$ cat src/ubg_pkg.sv
// shared constants and types for the receive filter and baud generator
package ubg_pkg;

  // ---------------------------------------------------------------
  // register byte addresses on the wishbone bus
  // ---------------------------------------------------------------
  localparam logic [7:0] ADR_BAUD = 8'h00;
  localparam logic [7:0] ADR_MODE = 8'h04;
  localparam logic [7:0] ADR_TXD  = 8'h08;
  localparam logic [7:0] ADR_STAT = 8'h0c;

  // ---------------------------------------------------------------
  // field positions
  // ---------------------------------------------------------------
  localparam int SEL_HI   = 7;
  localparam int SEL_LO   = 6;
  localparam int DIV_MSB  = 4;
  localparam int PWR_BIT  = 7;
  localparam int TXE_BIT  = 6;
  localparam int RXE_BIT  = 5;
  localparam int FLEN_MSB = 3;

  // ---------------------------------------------------------------
  // values after reset
  // ---------------------------------------------------------------
  localparam logic [7:0] BAUD_RST = 8'h48;
  localparam logic [7:0] MODE_RST = 8'h0a;

  // ---------------------------------------------------------------
  // divider constants
  // ---------------------------------------------------------------
  localparam logic [4:0] K_MIN      = 5'h08;
  localparam logic [4:0] PRE_MASK2  = 5'h01;
  localparam logic [4:0] PRE_MASK8  = 5'h07;
  localparam logic [4:0] PRE_MASK32 = 5'h1f;

  typedef enum logic [1:0] {
    SEL_TIMER = 2'b00,
    SEL_DIV2  = 2'b01,
    SEL_DIV8  = 2'b10,
    SEL_DIV32 = 2'b11
  } ubg_clk_sel_t;

  typedef enum logic [1:0] {
    RX_IDLE   = 2'b00,
    RX_VERIFY = 2'b01,
    RX_RECV   = 2'b11
  } ubg_rx_st_t;

  // divisor below the legal range is raised to the smallest legal k
  function automatic logic [4:0] ubg_k(input logic [4:0] raw);
    ubg_k = (raw < K_MIN) ? K_MIN : raw;
  endfunction

endpackage

$ cat src/ubg_baud_cnt.sv
// 5-bit programmable counter that produces one serial clock phase
`timescale 1ns/100ps
module ubg_baud_cnt
  import ubg_pkg::*;
(
  input  wire logic       clk,
  input  wire logic       rstn,
  input  wire logic       tick,
  input  wire logic       run,
  input  wire logic       clr,
  input  wire logic [4:0] k,
  output logic      [4:0] cnt_ff,
  output logic            phase_ff,
  output logic            half_ff
);

  // ---------------------------------------------------------------
  // count base clocks, toggle phase every k of them
  // ---------------------------------------------------------------
  always_ff @(posedge clk) begin
    if (!rstn || !run || clr) begin
      cnt_ff   <= 5'h00;
      phase_ff <= 1'b0;
      half_ff  <= 1'b0;
    end else begin
      half_ff <= 1'b0;
      if (tick) begin
        if (cnt_ff == k - 5'h01) begin
          cnt_ff   <= 5'h00;
          phase_ff <= ~phase_ff;
          half_ff  <= 1'b1;
        end else begin
          cnt_ff <= cnt_ff + 5'h01;
        end
      end
    end
  end

endmodule

$ cat src/ubg_top.sv
// receive noise filter and dedicated baud rate generator with wishbone registers
//
// How it works
// - the receive pin is sampled on each base clock and the filter output follows only two equal samples.
// - the filtered value lags the pin by two base clock cycles.
// - separate 5-bit transmit and receive counters both run from the selected base clock.
// - the base clock reaches the logic only while the power bit is set and stays low otherwise.
// - the two-bit select field picks timer output, or peripheral clock over 2, 8 or 32.
// - the transmit counter is held at zero while power or transmit enable is off.
// - the transmit counter counts base clocks once power and transmit enable are both on.
// - writing transmit data clears the transmit counter so bit timing starts with the frame.
// - the receive counter is held at zero while power or receive enable is off.
// - the receive counter starts only on a start edge of the filtered input.
// - after one frame the receive counter halts until the next start bit.
// - the five-bit divisor field sets k from 8 to 31, the serial clock being base clock over 16 to 62.
// - the bit rate is the base clock over twice k.
// - on a falling edge the receive side waits k base clocks and accepts a start bit only if still low.
`timescale 1ns/100ps
module ubg_top
  import ubg_pkg::*;
(
  input  wire logic        SYS_CLK,
  input  wire logic        RESETN,
  input  wire logic [7:0]  WB_ADR_I,
  input  wire logic [31:0] WB_DAT_I,
  input  wire logic [3:0]  WB_SEL_I,
  input  wire logic        WB_WE_I,
  input  wire logic        WB_CYC_I,
  input  wire logic        WB_STB_I,
  output logic      [31:0] WB_DAT_O,
  output logic             WB_ACK_O,
  input  wire logic        RX_SERIAL_IN,
  input  wire logic        TIMER_OUT_IN,
  output logic             BASE_CLK_O,
  output logic             RX_FILT_O,
  output logic             RX_START_O,
  output logic             RX_SAMPLE_O,
  output logic             TX_SCLK_O,
  output logic             RX_SCLK_O
);

  // ---------------------------------------------------------------
  // wishbone slave
  // ---------------------------------------------------------------
  logic [7:0] baud_ctrl_reg_ff;
  logic [7:0] async_mode_reg_ff;
  logic [7:0] tx_shift_reg_ff;
  logic       ack_ff;
  logic [31:0] rdat_ff;
  logic       req;
  logic       wr;
  logic       tx_wr;
  logic [31:0] nxt_rdat;

  logic       port_power_on;
  logic       tx_enable_bit;
  logic       rx_enable_bit;
  logic [1:0] clk_sel;
  logic [4:0] k_val;
  logic [3:0] frame_len;

  logic       rx_filt_ff;
  logic [4:0] tx_cnt;
  logic [4:0] rx_cnt;
  logic       tx_phase;
  logic       rx_phase;
  logic       rx_half;
  ubg_rx_st_t rx_st_ff;

  // one wait state: ack rises on the edge after the request appears
  assign req   = WB_CYC_I && WB_STB_I && !ack_ff;
  assign wr    = req && WB_WE_I && WB_SEL_I[0];
  assign tx_wr = wr && (WB_ADR_I == ADR_TXD);

  assign port_power_on = async_mode_reg_ff[PWR_BIT];
  assign tx_enable_bit = async_mode_reg_ff[TXE_BIT];
  assign rx_enable_bit = async_mode_reg_ff[RXE_BIT];
  assign clk_sel       = baud_ctrl_reg_ff[SEL_HI:SEL_LO];
  assign k_val         = ubg_k(baud_ctrl_reg_ff[DIV_MSB:0]);
  assign frame_len     = async_mode_reg_ff[FLEN_MSB:0];

  always_ff @(posedge SYS_CLK) begin
    if (!RESETN) begin
      ack_ff <= 1'b0;
    end else begin
      ack_ff <= req;
    end
  end

  always_ff @(posedge SYS_CLK) begin
    if (!RESETN) begin
      baud_ctrl_reg_ff  <= BAUD_RST;
      async_mode_reg_ff <= MODE_RST;
      tx_shift_reg_ff   <= 8'h00;
    end else if (wr) begin
      case (WB_ADR_I)
        ADR_BAUD: baud_ctrl_reg_ff  <= WB_DAT_I[7:0];
        ADR_MODE: async_mode_reg_ff <= WB_DAT_I[7:0];
        ADR_TXD:  tx_shift_reg_ff   <= WB_DAT_I[7:0];
        default: ;
      endcase
    end
  end

  always_comb begin
    nxt_rdat = 32'h0000_0000;
    case (WB_ADR_I)
      ADR_BAUD: nxt_rdat[7:0] = baud_ctrl_reg_ff;
      ADR_MODE: nxt_rdat[7:0] = async_mode_reg_ff;
      ADR_TXD:  nxt_rdat[7:0] = tx_shift_reg_ff;
      ADR_STAT: nxt_rdat = {11'h000, rx_cnt, 3'h0, tx_cnt, 3'h0, rx_st_ff, rx_phase,
                            tx_phase, rx_filt_ff};
      default:  nxt_rdat = 32'h0000_0000;
    endcase
  end

  always_ff @(posedge SYS_CLK) begin
    if (!RESETN) begin
      rdat_ff <= 32'h0000_0000;
    end else if (req) begin
      rdat_ff <= nxt_rdat;
    end
  end

  assign WB_ACK_O = ack_ff;
  assign WB_DAT_O = rdat_ff;

  // ---------------------------------------------------------------
  // pin synchronisers
  // ---------------------------------------------------------------
  logic [1:0] rx_sync_ff;
  logic [1:0] tmr_sync_ff;
  logic       tmr_prev_ff;

  always_ff @(posedge SYS_CLK) begin
    if (!RESETN) begin
      rx_sync_ff  <= 2'b11;
      tmr_sync_ff <= 2'b00;
      tmr_prev_ff <= 1'b0;
    end else begin
      rx_sync_ff  <= {rx_sync_ff[0], RX_SERIAL_IN};
      tmr_sync_ff <= {tmr_sync_ff[0], TIMER_OUT_IN};
      tmr_prev_ff <= tmr_sync_ff[1];
    end
  end

  // ---------------------------------------------------------------
  // base clock selection and power gating
  // ---------------------------------------------------------------
  logic [4:0] pre_ff;
  logic       base_tick_ff;
  logic       nxt_tick;

  always_ff @(posedge SYS_CLK) begin
    if (!RESETN || !port_power_on) begin
      pre_ff <= 5'h00;
    end else begin
      pre_ff <= pre_ff + 5'h01;
    end
  end

  always_comb begin
    case (clk_sel)
      SEL_TIMER: nxt_tick = tmr_sync_ff[1] && !tmr_prev_ff;
      SEL_DIV2:  nxt_tick = (pre_ff & PRE_MASK2) == PRE_MASK2;
      SEL_DIV8:  nxt_tick = (pre_ff & PRE_MASK8) == PRE_MASK8;
      default:   nxt_tick = (pre_ff & PRE_MASK32) == PRE_MASK32;
    endcase
  end

  // a gated enable instead of a gated clock keeps one clock tree
  always_ff @(posedge SYS_CLK) begin
    if (!RESETN) begin
      base_tick_ff <= 1'b0;
    end else begin
      base_tick_ff <= nxt_tick && port_power_on;
    end
  end

  assign BASE_CLK_O = base_tick_ff;

  // ---------------------------------------------------------------
  // receive noise filter
  // ---------------------------------------------------------------
  logic smp_ff;
  logic filt_prev_ff;
  logic rx_fall;

  always_ff @(posedge SYS_CLK) begin
    if (!RESETN || !port_power_on) begin
      smp_ff     <= 1'b1;
      rx_filt_ff <= 1'b1;
    end else if (base_tick_ff) begin
      smp_ff <= rx_sync_ff[1];
      if (rx_sync_ff[1] == smp_ff) begin
        rx_filt_ff <= smp_ff;
      end
    end
  end

  always_ff @(posedge SYS_CLK) begin
    if (!RESETN) begin
      filt_prev_ff <= 1'b1;
    end else begin
      filt_prev_ff <= rx_filt_ff;
    end
  end

  assign rx_fall   = filt_prev_ff && !rx_filt_ff;
  assign RX_FILT_O = rx_filt_ff;

  // ---------------------------------------------------------------
  // transmit and receive counters
  // ---------------------------------------------------------------
  logic tx_run;
  logic rx_run;
  logic rx_clr;

  assign tx_run = port_power_on && tx_enable_bit;
  assign rx_clr = (rx_st_ff == RX_IDLE) && rx_fall;
  assign rx_run = port_power_on && rx_enable_bit && (rx_st_ff != RX_IDLE);

  ubg_baud_cnt u_tx_cnt (
    .clk      (SYS_CLK),
    .rstn     (RESETN),
    .tick     (base_tick_ff),
    .run      (tx_run),
    .clr      (tx_wr),
    .k        (k_val),
    .cnt_ff   (tx_cnt),
    .phase_ff (tx_phase),
    .half_ff  ()
  );

  ubg_baud_cnt u_rx_cnt (
    .clk      (SYS_CLK),
    .rstn     (RESETN),
    .tick     (base_tick_ff),
    .run      (rx_run),
    .clr      (rx_clr),
    .k        (k_val),
    .cnt_ff   (rx_cnt),
    .phase_ff (rx_phase),
    .half_ff  (rx_half)
  );

  assign TX_SCLK_O = tx_phase;
  assign RX_SCLK_O = rx_phase;

  // ---------------------------------------------------------------
  // receive start detection and frame length
  // ---------------------------------------------------------------
  logic [3:0] bits_ff;
  logic       start_ff;
  logic       sample_ff;

  // sampling points fall where phase turns high: mid-bit, 2k apart
  always_ff @(posedge SYS_CLK) begin
    if (!RESETN || !port_power_on || !rx_enable_bit) begin
      rx_st_ff  <= RX_IDLE;
      bits_ff   <= 4'h0;
      start_ff  <= 1'b0;
      sample_ff <= 1'b0;
    end else begin
      start_ff  <= 1'b0;
      sample_ff <= 1'b0;
      case (rx_st_ff)
        RX_IDLE: begin
          if (rx_fall) begin
            rx_st_ff <= RX_VERIFY;
          end
        end
        RX_VERIFY: begin
          if (rx_half) begin
            bits_ff <= 4'h1;
            if (!rx_filt_ff) begin
              rx_st_ff <= RX_RECV;
              start_ff <= 1'b1;
            end else begin
              rx_st_ff <= RX_IDLE;
            end
          end
        end
        RX_RECV: begin
          if (rx_half && rx_phase) begin
            sample_ff <= 1'b1;
            bits_ff   <= bits_ff + 4'h1;
            if (bits_ff + 4'h1 >= frame_len) begin
              rx_st_ff <= RX_IDLE;
            end
          end
        end
        default: rx_st_ff <= RX_IDLE;
      endcase
    end
  end

  assign RX_START_O  = start_ff;
  assign RX_SAMPLE_O = sample_ff;

  // ---------------------------------------------------------------
  // assertions
  // ---------------------------------------------------------------
  property p_filt_agree;
    @(posedge SYS_CLK) disable iff (!RESETN)
      ($changed(rx_filt_ff) && port_power_on && $past(port_power_on))
      |-> $past(base_tick_ff) && ($past(smp_ff) == rx_filt_ff);
  endproperty
  a_filt_agree: assert property (p_filt_agree) else $error("filter moved without match");

  property p_filt_lag;
    @(posedge SYS_CLK) disable iff (!RESETN)
      (port_power_on && base_tick_ff && rx_sync_ff[1] != smp_ff)
      |=> $stable(rx_filt_ff);
  endproperty
  a_filt_lag: assert property (p_filt_lag) else $error("filter followed a lone sample");

  property p_filt_idle;
    @(posedge SYS_CLK) disable iff (!RESETN)
      !port_power_on |=> rx_filt_ff;
  endproperty
  a_filt_idle: assert property (p_filt_idle) else $error("filter not idle high");

  property p_gate;
    @(posedge SYS_CLK) disable iff (!RESETN)
      !port_power_on ##1 !port_power_on |-> !base_tick_ff;
  endproperty
  a_gate: assert property (p_gate) else $error("base clock while powered off");

  property p_div8;
    @(posedge SYS_CLK) disable iff (!RESETN)
      (base_tick_ff && clk_sel == SEL_DIV8 && $past(clk_sel) == SEL_DIV8)
      |=> (!base_tick_ff || clk_sel != SEL_DIV8) [*7];
  endproperty
  a_div8: assert property (p_div8) else $error("divide by 8 too fast");

  property p_tx_hold;
    @(posedge SYS_CLK) disable iff (!RESETN)
      !tx_run |=> tx_cnt == 5'h00 && !tx_phase;
  endproperty
  a_tx_hold: assert property (p_tx_hold) else $error("transmit counter not held");

  property p_tx_clr;
    @(posedge SYS_CLK) disable iff (!RESETN)
      tx_wr |=> tx_cnt == 5'h00;
  endproperty
  a_tx_clr: assert property (p_tx_clr) else $error("transmit counter not cleared");

  property p_rx_hold;
    @(posedge SYS_CLK) disable iff (!RESETN)
      !(port_power_on && rx_enable_bit) |=> rx_cnt == 5'h00 && rx_st_ff == RX_IDLE;
  endproperty
  a_rx_hold: assert property (p_rx_hold) else $error("receive counter not held");

  property p_rx_wait;
    @(posedge SYS_CLK) disable iff (!RESETN)
      rx_cnt != 5'h00 |-> $past(rx_st_ff) != RX_IDLE;
  endproperty
  a_rx_wait: assert property (p_rx_wait) else $error("receive counter ran while idle");

  property p_verify;
    @(posedge SYS_CLK) disable iff (!RESETN)
      (rx_st_ff == RX_VERIFY && rx_half && rx_filt_ff && rx_enable_bit && port_power_on)
      |=> rx_st_ff == RX_IDLE && !start_ff;
  endproperty
  a_verify: assert property (p_verify) else $error("false start accepted");

  property p_toggle;
    @(posedge SYS_CLK) disable iff (!RESETN)
      ($changed(tx_phase) && tx_phase && $past(tx_run) && !$past(tx_wr))
      |-> $past(tx_cnt) == $past(k_val) - 5'h01;
  endproperty
  a_toggle: assert property (p_toggle) else $error("serial clock off k");

  c_start: cover property (@(posedge SYS_CLK) disable iff (!RESETN) start_ff);
  c_frame: cover property (@(posedge SYS_CLK) disable iff (!RESETN)
    rx_st_ff == RX_RECV ##1 rx_st_ff == RX_IDLE);
  c_timer: cover property (@(posedge SYS_CLK) disable iff (!RESETN)
    base_tick_ff && clk_sel == SEL_TIMER);

endmodule

$ cat config.mk
export PLATFORM = sky130hd
export DESIGN_NAME = ubg_top
export DESIGN_NICKNAME = d
export VERILOG_FILES = /design/src/ubg_pkg.sv /design/src/ubg_baud_cnt.sv /design/src/ubg_top.sv
export SDC_FILE = /design/constraint.sdc
export NUM_CORES = 1
export LEC_CHECK = 0
export ABC_AREA = 1
export BUFFER_PORTS_ARGS = -buffer_cell sky130_fd_sc_hd__buf_2
export CELL_PAD_IN_SITES_DETAIL_PLACEMENT = 0
export CELL_PAD_IN_SITES_GLOBAL_PLACEMENT = 1
export CORE_ASPECT_RATIO = 1.25
export CORE_MARGIN = 5
export CORE_UTILIZATION = 39
export DETAILED_ROUTE_END_ITERATION = 8
export PLACE_DENSITY_LB_ADDON = 0.1
export SYNTH_ARGS = -nofsm -noshare
export SYNTH_HDL_FRONTEND = slang
export SYNTH_HIERARCHICAL = 1
export SYNTH_SLANG_ARGS = --single-unit
$ cat constraint.sdc
create_clock -name SYS_CLK -period 2.2 [get_ports SYS_CLK]
set_input_delay 0.66 -clock SYS_CLK [delete_from_list [all_inputs] [get_ports SYS_CLK]]
set_output_delay 0.66 -clock SYS_CLK [all_outputs]
set_load 0.02 [all_outputs]
# Yosys cells after proc, flatten, opt, wreduce, memory -nomap -nowiden
# Index checks and enable logic that the tools add are counted.
# classes
mux,18
order_cmp,2
n_addsub,5
eq_ne,16
bitwise_logic,6
n_reduce_logical,43
# op_table
op,n
$pmux 8 s4,1
$eq 8x4->1 const B,2
$add 5x1->5 const B,3
$mux 5,3
$logic_and 1x1->1,13
$mux 13,1
$reduce_and 2->1,6
$eq 5x5->1,2
$mux 2,5
$eq 8x3->1 const B,1
$logic_not 1->1,8
$logic_not 8->1,1
$mux 4,2
$pmux 4 s2,1
$logic_or 1x1->1,6
$ne 2x2->1 const B,3
$not 1->1,6
$pmux 2 s3,1
$eq 5x5->1 const B,1
$lt 5x4->1 const B,1
$sub 5x1->5 const B,1
$add 4x1->4 const B,1
$eq 2x1->1 const B,2
$eq 2x2->1 const B,2
other kinds (12),17
# totals
input_bits,51
register_bits,92

# Longest topological paths before layout
# logic_depth
depth_word,6
ltp_mapped,12

# Modules after synthesis
# Netlist, hierarchy kept.
# by_module_without_submodules
mod,area_per_inst_um2,n_inst,cells_each,seq_area_each_um2
ubg_top,3083.0,1,396,1301.2
ubg_baud_cnt,500.5,2,79,140.1

# Worst setup path before layout
# OpenSTA, ideal clock, no wires.
# synth_timing
kind,register to register
from,reg baud_ctrl_reg_ff[4]
to,reg u_rx_cnt.phase_ff
setup_slack_ns,0.336
path_stages_with_launch,13
arrival_time_ns,1.750
n_path_buf,0
setup_ns,0.114
required_ns,2.086
cell_sequence,dfxtp_1 -> nor2_1 -> nor2_1 -> inv_1 -> ha_1 -> nand2_1 -> inv_1 -> nor2_1 -> nand3_1 -> nor2_2 -> nand2_2 -> nand3_1 -> nand2_1
# synth_via
elab_chain_len,5
# synth_lines
item,line,source
"start, declared",ubg_top.sv:45,logic [7:0] baud_ctrl_reg_ff;
"start signal, assigned",ubg_top.sv:97,ADR_BAUD: baud_ctrl_reg_ff <= WB_DAT_I[7:0];
$lt 5x4->1,ubg_pkg.sv:52,ubg_k = (raw < K_MIN) ? K_MIN : raw;
$mux 5,ubg_pkg.sv:52,
via k_val[0],ubg_top.sv:59,logic [4:0] k_val;
$sub 5x1->5,ubg_baud_cnt.sv:28,if (cnt_ff == k - 5'h01) begin
$eq 5x5->1,ubg_baud_cnt.sv:28,
$reduce_and 2->1 (no source line),--,
"end signal, assigned",ubg_baud_cnt.sv:30,phase_ff <= ~phase_ff;
"end, declared",ubg_baud_cnt.sv:13,"output logic phase_ff,"
# The timed path passes the listed nets, and every way through them passes these cells.
# A chain may end at the register's enable or synchronous reset.

# Final worst setup path
# layout_timing
from,reg baud_ctrl_reg_ff[3]
to,reg u_rx_cnt.cnt_ff[2]
# layout_via
elab_chain_len,5
# layout_lines
item,line,source
$lt 5x4->1,ubg_pkg.sv:52,
$mux 5,ubg_pkg.sv:52,
via k_val[1],ubg_top.sv:59,
$sub 5x1->5,ubg_baud_cnt.sv:28,
$eq 5x5->1,ubg_baud_cnt.sv:28,
$mux 5,ubg_baud_cnt.sv:28,
"end signal, assigned",ubg_baud_cnt.sv:33,cnt_ff <= cnt_ff + 5'h01;
"end, declared",ubg_baud_cnt.sv:12,"output logic [4:0] cnt_ff,"
# The timed path passes the listed nets, and every way through them passes these cells.

==> results.toml <==
[die]
rows = 41
top_level_ports = 90
die_w_um = 101.2
initial_core_util = 0.3991
core_area_um2 = 10160
die-area_um2 = 12550
die_h_um = 124.0

[setup_path]
crit_chain = "nor2_1 -> nor2_1 -> inv_1 -> ha_1 -> nand2_1 -> inv_1 -> nor2_1 -> nand3_1 -> nor2_2 -> nand2_2 -> nand2_4 -> nor2_1"
endpoint_kind = "flop"
start_kind = "flop"
worst_path_max_delay_cell = "dfxtp_1"
path_class = "flop to flop"
rrSetupSlack_ns = 0.33
worst_path_most_repeated_cell = "nor2_1"
cpPeakStageDelay_ns = 0.37
arrival_ns = 2.10
cp.required_ns = 2.43
crit_fanout = 5

[route]
wl_per_cell_um = 12.77
highest_layer = "met4"
final_antenna_net_count = 0
wl_met1_um = 4464
drc = 0
via_per_inst = 4.635
wl_um = 9487
drt_iter0_drc = 127
route.met3.wl_um = 281
route.met2.wl_um = 4596
drt_first_pass_iters = 4
num_vias = 3444

[flow_run]
max_cap_violations = 0

[timing]
post-route-period-util = 0.8495
finalSetupViolCount = 0
fmax_mhz = 535.0
skew_ns = 0.006717
rsz0062_at_grt = "false"
finalSetupTns_ns = 0
whs_ns = 0.4182
maxSlewViolCount = 0
period_needed_ns = 1.869
hold_violations = 0

[finish]
layout_common_cells = "113 x nand2_1, 78 x dfxtp_1, 64 x inv_1, 56 x nor2_1, 48 x buf_2"
layout_commonest_cell = "nand2_1"
fillers = 1073
diodes = 0
design_area_um2 = 4727
areaGrowthSynthToFinish_pct = 16.60
nets = 672
drive_above_1_share = 0.2003
post-route-util = 0.4654

[clock_tree]
cts_hold_buffers = 0
cts_buffer_depth = 2
cts_tree = "yes"
root_buffer = "clkbuf_16"
cts.htree.levels = 3
post_cts_buffers = 0
clock_latency_ns = 0.34
cts_resized = 0
clock_sinks = 78
cts_made_buffers = 9
clk_pin_slew_ns = 0.06

[global_routing]
grt_pass1_vias = 3281
antenna_found_initial = 0
grtUsageTotal = 0.1622
grt_max_degree = 20
grt_overflow = 0
grt_pass1_wl_um = 15840

[yosys]
yosys_warnings = 6
netlist_instances = 552
syn_area_um2 = 4054
avgSynthCellArea_um2 = 7.344

[pwr]
p_per_area_nw_per_um2 = 693.3
total_power_mw = 3.277
ir_drop_mv = 0.4217
power_leakage_nw = 2.223

[placed_design]
dpl_cell_area_um2 = 4383
globalplace.congestion = 0.7854
dpl.hpwl_um = 7185
io_buffers = 48

[hold_path]
hp-class = "flop to flop"

[outcome]
status = "complete, no violations"
-- worst paths after layout --
kind | start | end | depth (start not counted)
worst max-delay path | baud_ctrl_reg_ff[3]$_SDFFE_PN1P_ | u_rx_cnt/cnt_ff[2]$_SDFFE_PP0P_ | 12
worst min-delay path | rx_sync_ff[0]$_SDFF_PN1_ | rx_sync_ff[1]$_SDFF_PN1_ | 1
worst min register to register | rx_sync_ff[0]$_SDFF_PN1_ | rx_sync_ff[1]$_SDFF_PN1_ | 1
worst max register to register | baud_ctrl_reg_ff[3]$_SDFFE_PN1P_ | u_rx_cnt/cnt_ff[2]$_SDFFE_PP0P_ | 12
-- metal layers --
metal,global-route usage,up-vias
met4,0.06983,0
li1,-,1862
met2,0.2766,37
met1,0.2003,1532
met3,0.02745,13
met5,0,-
-- worst max-delay path: cells and delay by family, from the launching register on --
kind,cells,cell delay (ns)
adders and majority gates,1,0.30
DFF,1,0.37
buffers and inverters,2,0.15
and+or+nand+nor,9,0.95
-- registers in the layout (all words and copies together), names as in the netlist, 2 cells and up --
register / cells
baud_ctrl_reg_ff: 8
tx_shift_reg_ff: 8
pre_ff: 5
WB_DAT_O: 18
u_rx_cnt/cnt_ff: 5
bits_ff: 4
tmr_sync_ff: 2
rx_sync_ff: 2
rx_st_ff: 2
async_mode_reg_ff: 8
u_tx_cnt/cnt_ff: 5
-- final cells by class --
type / count / area [um^2] / share of cell area
Clock buffer: 12 / 266.5 / 0.05638
Multi-Input combinational cell: 387 / 2049 / 0.4336
Clock inverter: 4 / 77.57 / 0.01641
Timing Repair Buffer: 61 / 337.8 / 0.07147
Inverter: 72 / 272.8 / 0.05770
Sequential cell: 78 / 1562 / 0.3303
Tap cell: 129 / 161.4 / 0.03415
-- metrics by stage --
| stage | setup slack (ns) | cells |
|---|---|---|
| final | 0.3310 | 743 |
| after global routing | 0.1395 | 743 |
| after CTS | 0.3247 | 743 |
| after detailed placement | 0.2948 | 727 |
| after global placement | 0.3022 | 727 |
| after floorplan | 0.3362 | 565 |
-- power by group --
group          internal [mW]  switching (mW)  total [mW]
combinational         0.0469           0.114       0.161
clock                   1.09           0.591        1.68
sequential              1.43         0.00689        1.44
total                   2.57           0.712        3.28
No activity file was read; power rests on OpenSTA's default activity.
